--- src/core/serial_port_pkg.sv ---
// Constants, field layouts and state types of the shared serial port.
package serial_port_pkg;
  // Register addresses on the special function register port.
  localparam logic [7:0] ADDR_TX_BUF = 8'h9A;
  localparam logic [7:0] ADDR_RX_BUF = 8'h9B;
  localparam logic [7:0] ADDR_MODE = 8'hE8;
  localparam logic [7:0] ADDR_TARGET = 8'hE9;
  localparam logic [7:0] ADDR_STATUS = 8'hEA;
  // Reset values, and the byte a slave sends when the FIFO is empty.
  localparam logic [7:0] MODE_RESET = 8'h00;
  localparam logic [7:0] TARGET_RESET = 8'h00;
  localparam logic [7:0] RX_RESET = 8'h00;
  localparam logic [7:0] SLAVE_FILL = 8'hFF;
  // SPI view of the mode register (serial_config_one).
  localparam int C1_RATE_LSB = 0;
  localparam int C1_AUTO_SS = 2;
  localparam int C1_SS_INPUT = 3;
  localparam int C1_MASTER = 4;
  localparam int C1_OVR_EN = 5;
  // SPI view of the target register (serial_config_two).
  localparam int C2_CPOL = 1;
  localparam int C2_CPHA = 2;
  localparam int C2_CONT = 7;
  // Two-wire view of the mode and target registers.
  localparam int TW_ENABLE = 7;
  localparam int TW_DIV_LSB = 5;
  localparam int TW_RCOUNT_LSB = 0;
  localparam int TW_DIR = 0;
  // SPI view of the status register.
  localparam int ST_SPI_RX_IRQ = 6;
  localparam int ST_SPI_OVR = 5;
  localparam int ST_SPI_RX_FULL = 3;
  localparam int ST_SPI_TX_EMPTY = 1;
  localparam int ST_SPI_TX_FULL = 0;
  // Two-wire view of the status register.
  localparam int ST_TW_BUSY = 7;
  localparam int ST_TW_NACK = 6;
  localparam int ST_TW_RX_IRQ = 5;
  localparam int ST_TW_TX_EMPTY = 4;
  localparam int ST_TW_FIFO_LSB = 2;
  localparam int ST_TW_WR_ERR = 0;
  // Transmit FIFO shape.
  localparam int TX_FIFO_WIDTH = 8;
  localparam int TX_FIFO_DEPTH = 32;
  // Clock cycles per SCLK half period at rate 0, and per I2C quarter bit.
  localparam logic [5:0] SPI_HALF_BASE = 6'h02;
  localparam int TW_SCL_DIV = 16;
  localparam logic [5:0] TW_QTR_BASE = 6'(TW_SCL_DIV / 4);
  typedef enum logic [2:0] {
    ST_IDLE, M_SHIFT, M_GAP, SLAVE, TW_START, TW_BYTE, TW_STOP
  } port_state_t;
endpackage

--- src/core/serial_port.sv ---
// Shared SPI / two-wire serial port with its transmit FIFO.
`timescale 1ns/10ps

////////////////////////////////////////////////////////////////////////////////
// Transmit FIFO. DEPTH must be a power of two so the pointers wrap freely.
module tx_byte_fifo #(
  parameter int WIDTH = 8,
  parameter int DEPTH = 32
) (
  input wire logic clk,
  input wire logic rst_n,
  input wire logic flush,
  input wire logic in_valid,
  output logic in_ready,
  input wire logic [WIDTH-1:0] in_data,
  output logic out_valid,
  input wire logic out_ready,
  output logic [WIDTH-1:0] out_data,
  output logic [$clog2(DEPTH):0] count
);
  localparam int AW = $clog2(DEPTH);
  typedef struct packed {
    logic [DEPTH-1:0][WIDTH-1:0] mem;
    logic [AW-1:0] rd;
    logic [AW-1:0] wr;
    logic [AW:0] cnt;
  } fifo_state_t;
  fifo_state_t s;
  fifo_state_t n;
  logic push;
  logic take;

  // Handshakes come straight from the occupancy count.
  assign in_ready = s.cnt != (AW + 1)'(DEPTH);
  assign out_valid = s.cnt != '0;
  assign out_data = s.mem[s.rd];
  assign count = s.cnt;

  // Next state; a flush empties the FIFO and drops a same-cycle push.
  always_comb begin
    n = s;
    push = in_valid && in_ready;
    take = out_valid && out_ready;
    if (push) begin
      n.mem[s.wr] = in_data;
      n.wr = s.wr + 1'b1;
    end
    if (take) begin
      n.rd = s.rd + 1'b1;
    end
    if (push && !take) begin
      n.cnt = s.cnt + 1'b1;
    end else if (!push && take) begin
      n.cnt = s.cnt - 1'b1;
    end
    if (flush) begin
      n.rd = '0;
      n.wr = '0;
      n.cnt = '0;
    end
  end

  // State register.
  always_ff @(posedge clk or negedge rst_n) begin
    if (!rst_n) begin
      s <= '0;
    end else begin
      s <= n;
    end
  end
endmodule

////////////////////////////////////////////////////////////////////////////////
// Port top: register file, SPI master and slave, two-wire master.
module serial_port
  import serial_port_pkg::*;
(
  input wire logic ref_clk,
  input wire logic rst_b,
  input wire logic [7:0] sfr_addr,
  input wire logic [7:0] sfr_wdata,
  input wire logic sfr_wr,
  input wire logic sfr_rd,
  output logic [7:0] sfr_rdata,
  input wire logic port_protocol_select,
  output logic tx_ready,
  input wire logic sclk_in,
  output logic sclk_out,
  output logic sclk_oe,
  input wire logic mosi_in,
  output logic mosi_out,
  output logic mosi_oe,
  input wire logic miso_in,
  output logic miso_out,
  output logic miso_oe,
  input wire logic ss_b_in,
  output logic ss_b_out,
  output logic ss_b_oe
);
  typedef struct packed {
    port_state_t st;
    logic [7:0] cfg_a;
    logic [7:0] cfg_b;
    logic [7:0] rx_buf;
    logic [7:0] shreg;
    logic [7:0] rdata;
    logic rx_full;
    logic rx_irq;
    logic ovr;
    logic tx_empty;
    logic nack;
    logic wr_err;
    logic samp;
    logic sclk_lvl;
    logic sclk_prev;
    logic ss_low;
    logic sda_low;
    logic scl_low;
    logic addr_ph;
    logic last;
    logic [5:0] div;
    logic [3:0] bitc;
    logic [1:0] qtr;
    logic [4:0] rxc;
  } core_state_t;

  core_state_t s;
  core_state_t n;
  logic [1:0] rst_sync_q;
  logic rst_n;
  logic pop, flush, rx_push, tx_wr, fifo_valid;
  logic [7:0] fifo_data, rx_byte, status_spi, status_tw;
  logic [5:0] fifo_cnt, spi_lim, tw_lim;
  logic spi_mode, tw_pins, tw_on, master, cpha, auto_ss, cont, ovr_en;
  logic tick, tw_st, tw_start, edge_go, smp_edge, byte_done, din, rx_full_eff;
  logic rd_ph, nack_set;

  // Cycles per tick minus one, from a base count and a 2-bit rate field.
  function automatic logic [5:0] div_limit(input logic [5:0] base,
                                           input logic [1:0] sel);
    div_limit = (base << sel) - 6'h01;
  endfunction

  // Reset is released through two flops; assertion stays asynchronous.
  always_ff @(posedge ref_clk or negedge rst_b) begin
    if (!rst_b) begin
      rst_sync_q <= 2'b00;
    end else begin
      rst_sync_q <= {rst_sync_q[0], 1'b1};
    end
  end
  assign rst_n = rst_sync_q[1];

  // The transmit buffer is a FIFO; a full FIFO refuses the software write.
  tx_byte_fifo #(.WIDTH(TX_FIFO_WIDTH), .DEPTH(TX_FIFO_DEPTH)) u_tx_fifo (
    .clk(ref_clk),
    .rst_n(rst_n),
    .flush(flush),
    .in_valid(tx_wr),
    .in_ready(tx_ready),
    .in_data(sfr_wdata),
    .out_valid(fifo_valid),
    .out_ready(pop),
    .out_data(fifo_data),
    .count(fifo_cnt)
  );

  // Mode decode; both protocols share the same two config registers.
  assign spi_mode = !port_protocol_select;
  assign tw_pins = port_protocol_select;
  assign tw_on = tw_pins && s.cfg_a[TW_ENABLE];
  assign master = spi_mode && s.cfg_a[C1_MASTER];
  assign auto_ss = s.cfg_a[C1_AUTO_SS];
  assign cpha = s.cfg_b[C2_CPHA];
  assign cont = s.cfg_b[C2_CONT];
  assign ovr_en = spi_mode && s.cfg_a[C1_OVR_EN];
  assign spi_lim = div_limit(SPI_HALF_BASE, s.cfg_a[C1_RATE_LSB +: 2]);
  assign tw_lim = div_limit(TW_QTR_BASE, s.cfg_a[TW_DIV_LSB +: 2]);
  assign tw_st = s.st inside {TW_START, TW_BYTE, TW_STOP};
  assign tick = s.div == (tw_st ? tw_lim : spi_lim);
  assign tx_wr = sfr_wr && sfr_addr == ADDR_TX_BUF;
  assign tw_start = sfr_wr && sfr_addr == ADDR_TARGET && tw_on &&
                    s.st == ST_IDLE;
  assign rd_ph = !s.addr_ph && s.cfg_b[TW_DIR];
  assign rx_full_eff = s.rx_full && !(sfr_rd && sfr_addr == ADDR_RX_BUF);

  // One bit-edge engine serves master (divider ticks) and slave (pin edges).
  assign edge_go = (s.st == M_SHIFT && tick) ||
                   (s.st == SLAVE && !ss_b_in && sclk_in != s.sclk_prev);
  assign smp_edge = !s.bitc[0] ^ cpha;
  assign byte_done = edge_go && s.bitc == 4'hF;
  assign din = master ? miso_in : mosi_in;

  // Pins: SPI drives push-pull, two-wire only ever pulls low.
  assign sclk_out = tw_pins ? 1'b0 : s.sclk_lvl ^ s.cfg_b[C2_CPOL];
  assign sclk_oe = tw_pins ? s.scl_low : master;
  assign mosi_out = tw_pins ? 1'b0 : s.shreg[7];
  assign mosi_oe = tw_pins ? s.sda_low : master;
  assign miso_out = s.shreg[7];
  assign miso_oe = spi_mode && s.st == SLAVE;
  assign ss_b_out = !s.ss_low;
  assign ss_b_oe = master && auto_ss && !s.cfg_a[C1_SS_INPUT];
  assign sfr_rdata = s.rdata;

  // Status words; the same address shows the view of the active protocol.
  always_comb begin
    status_spi = 8'h00;
    status_spi[ST_SPI_RX_IRQ] = s.rx_irq;
    status_spi[ST_SPI_OVR] = s.ovr;
    status_spi[ST_SPI_RX_FULL] = s.rx_full;
    status_spi[ST_SPI_TX_EMPTY] = s.tx_empty;
    status_spi[ST_SPI_TX_FULL] = !tx_ready;
    status_tw = 8'h00;
    status_tw[ST_TW_BUSY] = tw_st;
    status_tw[ST_TW_NACK] = s.nack;
    status_tw[ST_TW_RX_IRQ] = s.rx_irq;
    status_tw[ST_TW_TX_EMPTY] = s.tx_empty;
    status_tw[ST_TW_FIFO_LSB +: 2] = !tx_ready ? 2'b11 :
                                     (fifo_valid ? 2'b10 : 2'b00);
    status_tw[ST_TW_WR_ERR] = s.wr_err;
  end

  //////////////////////////////////////////////////////////////////////////////
  // Next-state logic. Sets are applied after clears so an event never loses.
  always_comb begin
    n = s;
    pop = 1'b0;
    flush = 1'b0;
    rx_push = 1'b0;
    nack_set = 1'b0;
    rx_byte = {s.shreg[6:0], cpha ? din : s.samp};
    n.sclk_prev = sclk_in;
    n.div = (s.st == ST_IDLE || s.st == SLAVE || tick) ? 6'h00 :
            s.div + 6'h01;
    if (edge_go) begin
      n.bitc = s.bitc + 4'h1;
      if (s.st == M_SHIFT) begin
        n.sclk_lvl = !s.sclk_lvl;
      end
      if (smp_edge) begin
        n.samp = din;
      end else if (s.bitc != 4'h0) begin
        n.shreg = {s.shreg[6:0], s.samp};
      end
    end
    unique case (s.st)
      ST_IDLE: begin
        if (tw_start) begin
          n.st = TW_START;
          n.addr_ph = 1'b1;
          n.shreg = sfr_wdata;
          n.rxc = s.cfg_a[TW_RCOUNT_LSB +: 5];
          n.qtr = 2'b00;
        end else if (master && fifo_valid) begin
          pop = 1'b1;
          n.shreg = fifo_data;
          n.ss_low = auto_ss;
          n.st = M_SHIFT;
          n.bitc = 4'h0;
          n.sclk_lvl = 1'b0;
        end else if (spi_mode && !master && !ss_b_in) begin
          n.st = SLAVE;
          n.bitc = 4'h0;
          pop = fifo_valid;
          n.shreg = fifo_valid ? fifo_data : SLAVE_FILL;
        end
      end
      M_SHIFT: begin
        if (byte_done) begin
          rx_push = 1'b1;
          if (cont && fifo_valid) begin
            pop = 1'b1;
            n.shreg = fifo_data;
          end else begin
            n.ss_low = 1'b0;
            n.st = cont ? ST_IDLE : M_GAP;
          end
        end
      end
      M_GAP: begin
        if (tick) begin
          n.st = ST_IDLE;
        end
      end
      SLAVE: begin
        if (ss_b_in) begin
          n.st = ST_IDLE;
        end else if (byte_done) begin
          rx_push = 1'b1;
          pop = fifo_valid;
          n.shreg = fifo_valid ? fifo_data : SLAVE_FILL;
        end
      end
      TW_START: begin
        if (tick) begin
          n.qtr = s.qtr + 2'b01;
          if (s.qtr == 2'b00) begin
            n.sda_low = 1'b1;
          end else begin
            n.scl_low = 1'b1;
            n.st = TW_BYTE;
            n.qtr = 2'b00;
            n.bitc = 4'h0;
          end
        end
      end
      TW_BYTE: begin
        if (tick) begin
          n.qtr = s.qtr + 2'b01;
          unique case (s.qtr)
            2'b00: begin
              if (s.bitc != 4'h8) begin
                n.sda_low = !rd_ph && !s.shreg[7];
              end else begin
                n.sda_low = rd_ph && !s.last;
              end
            end
            2'b01: n.scl_low = 1'b0;
            2'b10: n.samp = mosi_in;
            2'b11: begin
              n.scl_low = 1'b1;
              n.bitc = s.bitc + 4'h1;
              if (s.bitc != 4'h8) begin
                n.shreg = {s.shreg[6:0], s.samp};
              end else if (rd_ph) begin
                rx_push = 1'b1;
                rx_byte = s.shreg;
                n.bitc = 4'h0;
                n.rxc = s.rxc - 5'h01;
                n.last = s.rxc == 5'h01;
                n.st = s.last ? TW_STOP : TW_BYTE;
              end else if (s.samp) begin
                nack_set = 1'b1;
                n.st = TW_STOP;
              end else if (s.cfg_b[TW_DIR]) begin
                n.addr_ph = 1'b0;
                n.last = s.rxc == 5'h00;
                n.bitc = 4'h0;
              end else if (fifo_valid) begin
                pop = 1'b1;
                n.shreg = fifo_data;
                n.addr_ph = 1'b0;
                n.bitc = 4'h0;
              end else begin
                n.st = TW_STOP;
              end
            end
          endcase
        end
      end
      TW_STOP: begin
        if (tick) begin
          n.qtr = s.qtr + 2'b01;
          unique case (s.qtr)
            2'b00: n.sda_low = 1'b1;
            2'b01: n.scl_low = 1'b0;
            default: begin
              n.sda_low = 1'b0;
              n.st = ST_IDLE;
            end
          endcase
        end
      end
    endcase
    // Register reads; a receive read empties the buffer.
    if (sfr_rd) begin
      unique case (sfr_addr)
        ADDR_RX_BUF: n.rdata = s.rx_buf;
        ADDR_MODE: n.rdata = s.cfg_a;
        ADDR_TARGET: n.rdata = s.cfg_b;
        ADDR_STATUS: n.rdata = tw_pins ? status_tw : status_spi;
        default: n.rdata = 8'h00;
      endcase
      if (sfr_addr == ADDR_RX_BUF) begin
        n.rx_full = 1'b0;
      end
    end
    // Register writes; status flags clear where a zero is written.
    if (sfr_wr) begin
      unique case (sfr_addr)
        ADDR_MODE: n.cfg_a = sfr_wdata;
        ADDR_TARGET: n.cfg_b = sfr_wdata;
        ADDR_TX_BUF: begin
          n.tx_empty = 1'b0;
          n.wr_err = s.wr_err || !tx_ready;
        end
        ADDR_STATUS: begin
          if (tw_pins) begin
            n.nack = s.nack && sfr_wdata[ST_TW_NACK];
            n.rx_irq = s.rx_irq && sfr_wdata[ST_TW_RX_IRQ];
            n.tx_empty = s.tx_empty && sfr_wdata[ST_TW_TX_EMPTY];
            n.wr_err = s.wr_err && sfr_wdata[ST_TW_WR_ERR];
            flush = sfr_wdata[ST_TW_BUSY];
          end else begin
            n.rx_irq = s.rx_irq && sfr_wdata[ST_SPI_RX_IRQ];
            n.ovr = s.ovr && sfr_wdata[ST_SPI_OVR];
            n.tx_empty = s.tx_empty && sfr_wdata[ST_SPI_TX_EMPTY];
          end
        end
        default: ;
      endcase
    end
    // A missing acknowledge wins over a software clear in the same cycle.
    if (nack_set) begin
      n.nack = 1'b1;
    end
    // Loading the shifter with the last buffered byte raises the flag.
    if (pop && fifo_cnt == 6'h01) begin
      n.tx_empty = 1'b1;
    end
    // Receive buffer; an unread byte is kept unless overwrite is enabled.
    if (rx_push) begin
      if (rx_full_eff) begin
        n.ovr = 1'b1;
        if (ovr_en) begin
          n.rx_buf = rx_byte;
          n.rx_irq = 1'b1;
        end
      end else begin
        n.rx_buf = rx_byte;
        n.rx_full = 1'b1;
        n.rx_irq = 1'b1;
      end
    end
  end

  // State register; reset values are all zero, select idles high.
  always_ff @(posedge ref_clk or negedge rst_n) begin
    if (!rst_n) begin
      s <= '0;
    end else begin
      s <= n;
    end
  end
endmodule

--- config.mk ---
export PLATFORM = sky130hd
export DESIGN_NAME = serial_port
export DESIGN_NICKNAME = d
export VERILOG_FILES = /design/src/core/serial_port_pkg.sv /design/src/core/serial_port.sv
export SDC_FILE = /design/constraint.sdc
export NUM_CORES = 1
export LEC_CHECK = 0
export BUFFER_PORTS_ARGS = -buffer_cell sky130_fd_sc_hd__clkbuf_2
export CAP_MARGIN = 40
export CORE_UTILIZATION = 25
export DETAILED_ROUTE_END_ITERATION = 8
export PLACE_DENSITY = 0.48
export SLEW_MARGIN = 40
export SYNTH_ARGS = -nofsm -noshare
export SYNTH_HDL_FRONTEND = slang
export SYNTH_SLANG_ARGS = --single-unit
export TNS_END_PERCENT = 10
--- constraint.sdc ---
create_clock -name ref_clk -period 13.1 [get_ports ref_clk]
set_input_delay 3.275 -clock ref_clk [delete_from_list [all_inputs] [get_ports ref_clk]]
set_output_delay 3.275 -clock ref_clk [all_outputs]
set_load 0.005 [all_outputs]
; Word level (Yosys, flattened, before mapping)
; Index checks and enable logic that the tools add are counted.
; Widths: inputs -> output; s select.
[word_totals]
reg_bits = 348
latchBits = 0
mem_bits_rw = 0
mem_bits_ro = 0
output_inout_bits = 17
n_memories = 0
[classes]
add_sub_neg = 10
mul = 0
div_mod_pow = 0
magnitude_cmp = 3
eq_ne = 50
n_shift = 2
mux = 174
n_bitwise = 3
n_reduce_logical = 89
[op_table]
columns = operator, count
row1 = $bwmux 256, 1
row2 = $mux 8, 28
row3 = $mux 1, 70
row4 = $pmux 8 s4, 2
row5 = $mux 3, 19
row6 = $mux 4, 11
row7 = $bmux 8 s5, 1
row8 = $demux 8 s5, 1
row9 = $eq 8x8->1 const B, 5
row10 = $logic_and 1x1->1, 36
row11 = $mux 6, 6
row12 = $ne 2x2->1 const B, 18
row13 = $mux 5, 6
row14 = $mux 2, 13
row15 = $pmux 3 s7, 1
row16 = $reduce_bool 2->1, 10
row17 = $sub 6x1->6 const B, 3
row18 = $mux 16, 1
row19 = $logic_not 1->1, 15
row20 = $reduce_and 14->1, 1
row21 = $reduce_and 7->1, 2
row22 = $add 6x1->6 const B, 2
row23 = $lt 5x6->1 const B, 2
row24 = $ne 2x1->1 const B, 6
row25 = other kinds (46), 71

; Longest topological paths before layout
[logic_depth]
word_depth = 15
depth_mapped = 16
mapped_depth_nobuf = 12

; Hierarchy
; From an unflattened synthesis, not the netlist that was laid out.
[hier_totals]
hier_cells = 1403
area_unflattened_um2 = 17917.2
[modules_own_cells]
columns = module, instances, cells_each, area_per_inst_um2, seq_area_each_um2
row1 = tx_byte_fifo, 1, 820, 12837.3, 6806.5
row2 = serial_port, 1, 583, 5079.9, 1901.8

; Least setup slack after synthesis
; No wires, ideal clock.
[synth_timing]
path_type = input to output
from = input port_protocol_select
to = output ss_b_oe
arrival_ps = 4068
required_time_ps = 9825
path_slack_ps = 5757
cell_stages = 3
path_buffers = 2
path_cell_list = clkbuf_1 -> clkbuf_1 -> nor4b_1
[synth_between]
elab_chain_cells = 4
[synth_rtl]
columns = element, line
row1 = start: declaration, serial_port.sv:85  ; input wire logic port_protocol_select,
row2 = $logic_not 1->1, serial_port.sv:169  ; assign spi_mode = !port_protocol_select;
row3 = $logic_and 1x1->1, serial_port.sv:172  ; assign master = spi_mode && s.cfg_a[C1_MASTER];
row4 = $logic_and 1x1->1 (2 in a row), serial_port.sv:202  ; assign ss_b_oe = master && auto_ss && !s.cfg_a[C1_SS_INPUT];
row5 = end: declaration, serial_port.sv:98  ; output logic ss_b_oe
; Every way passes these cells.

; Worst setup path in the final report
[layout_timing]
from = input port_protocol_select
to = output mosi_oe
[layout_between]
elab_chain_cells = 3
[layout_rtl]
columns = element, line
row1 = $logic_not 1->1, serial_port.sv:169
row2 = $logic_and 1x1->1, serial_port.sv:172
row3 = $mux 1 (*), serial_port.sv:198  ; assign mosi_oe = tw_pins ? s.sda_low : master;
row4 = end: declaration, serial_port.sv:92  ; output logic mosi_oe,
; Every way passes the cells marked *; elsewhere a longest branch is shown, timed or not.

==> qor.log <==
[logic_synthesis] net count after synthesis 1515
[clocking] clock net sink count 348
[route] Detailed Route Iter0 Violations 897
[route] Detail Route Antenna Nets 0
[sta] Rel. slew slack 42.6%
[clocking] Post-CTS Setup Repair Bufs 0
[logic_synthesis] part of the Yosys area used for sequential elements 48.4%
[clocking] clock tree from TritonCTS yes
[logic_synthesis] cell type with the largest total area after synthesis sky130_fd_sc_hd__dfrtp_1
[logic_synthesis] async set-or-reset flop fraction in the synthesized netlist 100%
[clocking] Clock Pin Slew Worst Setup and Hold Paths 60 ps
[logic_synthesis] EDFF count, synth 0
[worst_setup_path] longest individual stage delay on the worst path 550 ps
[logic_synthesis] number of standard cells after synthesis 1470
[grt] maximum number of pins on one net before global-route repair 96
[placed_design] post-place instance area 19200 um^2
[die] number of primary I/O pins 42
[sta] setup-violating endpoint count in the final report 0
[logic_synthesis] Post-Syn Area per Cell 12.2 um^2
[worst_setup_path] Crit-path slowest cell sky130_fd_sc_hd__nor2_1
[sta] RSZ-0062 raised after global routing no
[route] drt via density 5.00
[power_and_ir_drop] ratio of total power to cell area 153 nW/um^2
[finish] final core occ 29.1%
[die] total core area 70600 um^2
[placed_design] half-perimeter wire length of the detailed placement result 32.9 mm
[worst_setup_path] category of the critical setup timing path in2out
[grt] antenna violations before repair 0
[finish] Syn-to-layout area delta 14.3%
[die] horizontal die dimension 270 um
[logic_synthesis] Yosys Warn Count 0
[die] overall die area 73000 um^2
[die] Initial Utilization 25.5%
[grt] GRT Util Overall 14.0%
[route] post-detailed-routing wire length 50.5 mm
[clocking] number of levels in the clock H-tree 2
[status] outcome complete, no violations
[placed_design] port bufs 41
[worst_setup_path] CP startpoint kind input pin
[worst_setup_path] Data arrival, critical path 4460 ps
[route] drt first pass iters 5
[power_and_ir_drop] leak pwr 9.33 nW
[sta] Fmax achieved 129 MHz
[die] height of the chip 270 um
[power_and_ir_drop] peak supply drop 0.0000977 V
[sta] summed negative setup slack over all endpoints 0 ps
[grt] wire length of the first global-routing pass 79.1 mm
[logic_synthesis] Synth Register Bits 348
[hold_path] class of the worst hold path reg2async
[sta] final hold violation count 0
[worst_setup_path] category of cells accounting for the largest share of critical-path delay simple AND/OR/NAND/NOR gates
[clocking] hold-fix buffer count after cts 0
[worst_setup_path] CP cell instances clkbuf_2 -> nor2_1 -> a21o_1 -> clkbuf_2
[finish] Total Nets Final 1512
[finish] share of cells above drive strength 1 33.2%
[route] drc violations 0
[worst_setup_path] combined buffer and inverter count along the critical path 2
[logic_synthesis] Synth Flop Type sky130_fd_sc_hd__dfrtp_1
[placed_design] RePlAce Congestion 0.857
[logic_synthesis] top-area cell type share of the netlist area 48.4%
[power_and_ir_drop] Pwr Total 0.00315 W
[sta] slew at the pin with the worst max-slew slack 854 ps
[grt] global route overflow 0
[clocking] Clock Root Buffer sky130_fd_sc_hd__clkbuf_16
[sta] final-report max-slew violation count 0
[worst_setup_path] highest fanout seen on the critical path 25
[worst_setup_path] endpoint required time on the critical path 9820 ps
[sta] shortest clock period the worst path allows after layout 7730 ps
[finish] final cell area excluding filler cells 20500 um^2
[sta] Hold Worst Slack 313 ps
[route] routed via count 12188
[finish] ant diodes 0
[clocking] number of buffers created by CTS 38
[worst_setup_path] CP Capture Type output port
[die] Placement Rows 97
[logic_synthesis] number of distinct library cells after synthesis 75
[logic_synthesis] Post-Synthesis Cell Area 18000 um^2
[route] Avg WL per Cell 20.7 um
[run] Max Cap Violations 0
[clocking] source-to-sink clock delay at the later pin of the worst-skew pair 570 ps
[finish] Fill cells 7258
[worst_setup_path] CP dominant cell by count sky130_fd_sc_hd__clkbuf_2
[grt] via count of the first global-routing pass 12624
[sta] Tcrit/Tclk final 59.0%
[sta] Clock Skews 20.7 ps
[logic_synthesis] most area-consuming cells after synthesis sky130_fd_sc_hd__dfrtp_1 48%, sky130_fd_sc_hd__mux2_2 18%, sky130_fd_sc_hd__mux4_2 8.6%, sky130_fd_sc_hd__nand2_1 2.2%, sky130_fd_sc_hd__mux2i_1 1.7%
[clocking] Resize count post-CTS 0
[clocking] Clock Tree Buf Depth 3
[sequential cells by signal (all words and copies together), names as in the netlist]
| signal | count |
|---|---|
| auto_ss | 1 |
| cpha | 1 |
| sfr_rdata | 8 |
| cont | 1 |
| s | 62 |
| rst_sync_q | 2 |
| u_tx_fifo.count | 6 |
| u_tx_fifo.s | 266 |
| miso_out | 1 |
[routing by layer]
metal	up-vias	wire, um	track usage (%)
met1	6340	23300	18.9
met3	94	2050	2.08
li1	5466	-	-
met5	-	0	0
met4	0	1550	4.89
met2	288	23700	22.8
[kinds of logic (layout without fill, tap and decap cells)]
group	Yosys count	in the layout	synth area share [%]
other cells	1	1	0.0209
xor+xnor	21	21	1.06
mux	381	381	28.0
buf+inv	134	161	3.10
flops	348	348	48.4
fa+ha+maj	20	20	1.39
compound gates	239	239	8.96
simple gates	326	326	9.03
[placed cells by master, fill, tap and decap left out, types with 7 or more instances in the layout]
| cell | n |
|---|---|
| sky130_fd_sc_hd__a221oi_1 | 12 |
| sky130_fd_sc_hd__dfrtp_1 | 345 |
| sky130_fd_sc_hd__and2_1 | 13 |
| sky130_fd_sc_hd__nor3b_1 | 11 |
| sky130_fd_sc_hd__nor2_1 | 74 |
| sky130_fd_sc_hd__or3_1 | 8 |
| sky130_fd_sc_hd__buf_4 | 12 |
| sky130_fd_sc_hd__a21oi_1 | 44 |
| sky130_fd_sc_hd__nand4_1 | 10 |
| sky130_fd_sc_hd__nor3_1 | 21 |
| sky130_fd_sc_hd__xnor2_1 | 13 |
| sky130_fd_sc_hd__o22ai_1 | 11 |
| sky130_fd_sc_hd__mux2_2 | 280 |
| sky130_fd_sc_hd__inv_1 | 32 |
| sky130_fd_sc_hd__ha_1 | 20 |
| sky130_fd_sc_hd__o21ai_0 | 60 |
| sky130_fd_sc_hd__a22o_1 | 18 |
| sky130_fd_sc_hd__and3b_1 | 7 |
| sky130_fd_sc_hd__nand2_1 | 105 |
| sky130_fd_sc_hd__a211oi_1 | 7 |
| sky130_fd_sc_hd__a31oi_1 | 9 |
| sky130_fd_sc_hd__xor2_1 | 7 |
| sky130_fd_sc_hd__a21o_1 | 7 |
| sky130_fd_sc_hd__clkbuf_16 | 38 |
| sky130_fd_sc_hd__clkbuf_2 | 35 |
| sky130_fd_sc_hd__mux4_2 | 69 |
| sky130_fd_sc_hd__mux2i_1 | 31 |
| sky130_fd_sc_hd__nor4_1 | 7 |
| sky130_fd_sc_hd__and3_1 | 12 |
| sky130_fd_sc_hd__clkbuf_8 | 9 |
| sky130_fd_sc_hd__nand3_1 | 20 |
[layout make-up]
type	instances	area, um^2	share of cell area [%]
clock buffers	53	1100	5.34
well taps	940	1180	5.73
repair buffers	57	380	1.85
clock inverters	17	284	1.38
inverters	34	128	0.621
multi-input cells	988	8760	42.6
flip-flops and latches	348	8720	42.4
[per-stage QoR]
step	cells	setup WS, ps
global placement	2366	5460
finish	2437	5370
detailed placement	2367	5380
floorplan	1470	2680
global route	2437	5310
CTS	2437	5370
[power by group]
group / internal [W] / switching, W / total [W]
combinational: 0.000268 / 0.000414 / 0.000682
sequential: 0.00113 / 0.000155 / 0.00128
clock: 0.000712 / 0.000474 / 0.00119
total: 0.00211 / 0.00104 / 0.00315
[synth_stat cells (5+ instances only)]
cell	instances
sky130_fd_sc_hd__o21a_1	5
sky130_fd_sc_hd__nor3b_1	11
sky130_fd_sc_hd__nor2b_1	6
sky130_fd_sc_hd__a22o_1	18
sky130_fd_sc_hd__xor2_1	7
sky130_fd_sc_hd__buf_2	11
sky130_fd_sc_hd__o21ai_0	60
sky130_fd_sc_hd__nand2_1	105
sky130_fd_sc_hd__and3_1	12
sky130_fd_sc_hd__a221oi_1	13
sky130_fd_sc_hd__o211ai_1	5
sky130_fd_sc_hd__a21o_1	7
sky130_fd_sc_hd__o31ai_1	6
sky130_fd_sc_hd__nand3b_1	5
sky130_fd_sc_hd__buf_4	9
sky130_fd_sc_hd__mux2i_1	31
sky130_fd_sc_hd__dfrtp_1	348
sky130_fd_sc_hd__ha_1	20
sky130_fd_sc_hd__nand4_1	10
sky130_fd_sc_hd__o22ai_1	12
sky130_fd_sc_hd__and3b_1	7
sky130_fd_sc_hd__a32oi_1	6
sky130_fd_sc_hd__a21oi_1	44
sky130_fd_sc_hd__buf_1	9
sky130_fd_sc_hd__nor2_1	75
sky130_fd_sc_hd__nor4_1	8
sky130_fd_sc_hd__nand3_1	20
sky130_fd_sc_hd__mux4_2	69
sky130_fd_sc_hd__or3_1	8
sky130_fd_sc_hd__xnor2_1	13
sky130_fd_sc_hd__nand2b_1	5
sky130_fd_sc_hd__a22oi_1	6
sky130_fd_sc_hd__nor3_1	24
sky130_fd_sc_hd__a31oi_1	9
sky130_fd_sc_hd__a211oi_1	8
sky130_fd_sc_hd__o21ai_1	5
sky130_fd_sc_hd__inv_1	32
sky130_fd_sc_hd__clkbuf_1	70
sky130_fd_sc_hd__and2_1	13
sky130_fd_sc_hd__mux2_2	280
[final timing paths]
check | start | to | slack [ps] | depth (start not counted)
worst max-delay path | port_protocol_select | mosi_oe | 5370 | 4
worst min-delay path | rst_sync_q[1]$_DFF_PN0_ | u_tx_fifo.s[195]$_DFFE_PN0P_ | 310 | 0
worst max register to register | s[73]$_DFFE_PN0P_ | s[45]$_DFF_PN0_ | 8340 | 11
worst min register to register | rst_sync_q[1]$_DFF_PN0_ | u_tx_fifo.s[195]$_DFFE_PN0P_ | 310 | 0
max in group asynchronous | rst_b | rst_sync_q[1]$_DFF_PN0_ | 10510 | 1
min in group ref_clk | rst_sync_q[0]$_DFF_PN0_ | rst_sync_q[1]$_DFF_PN0_ | 350 | 0
Power figures use the tool's default switching activity.
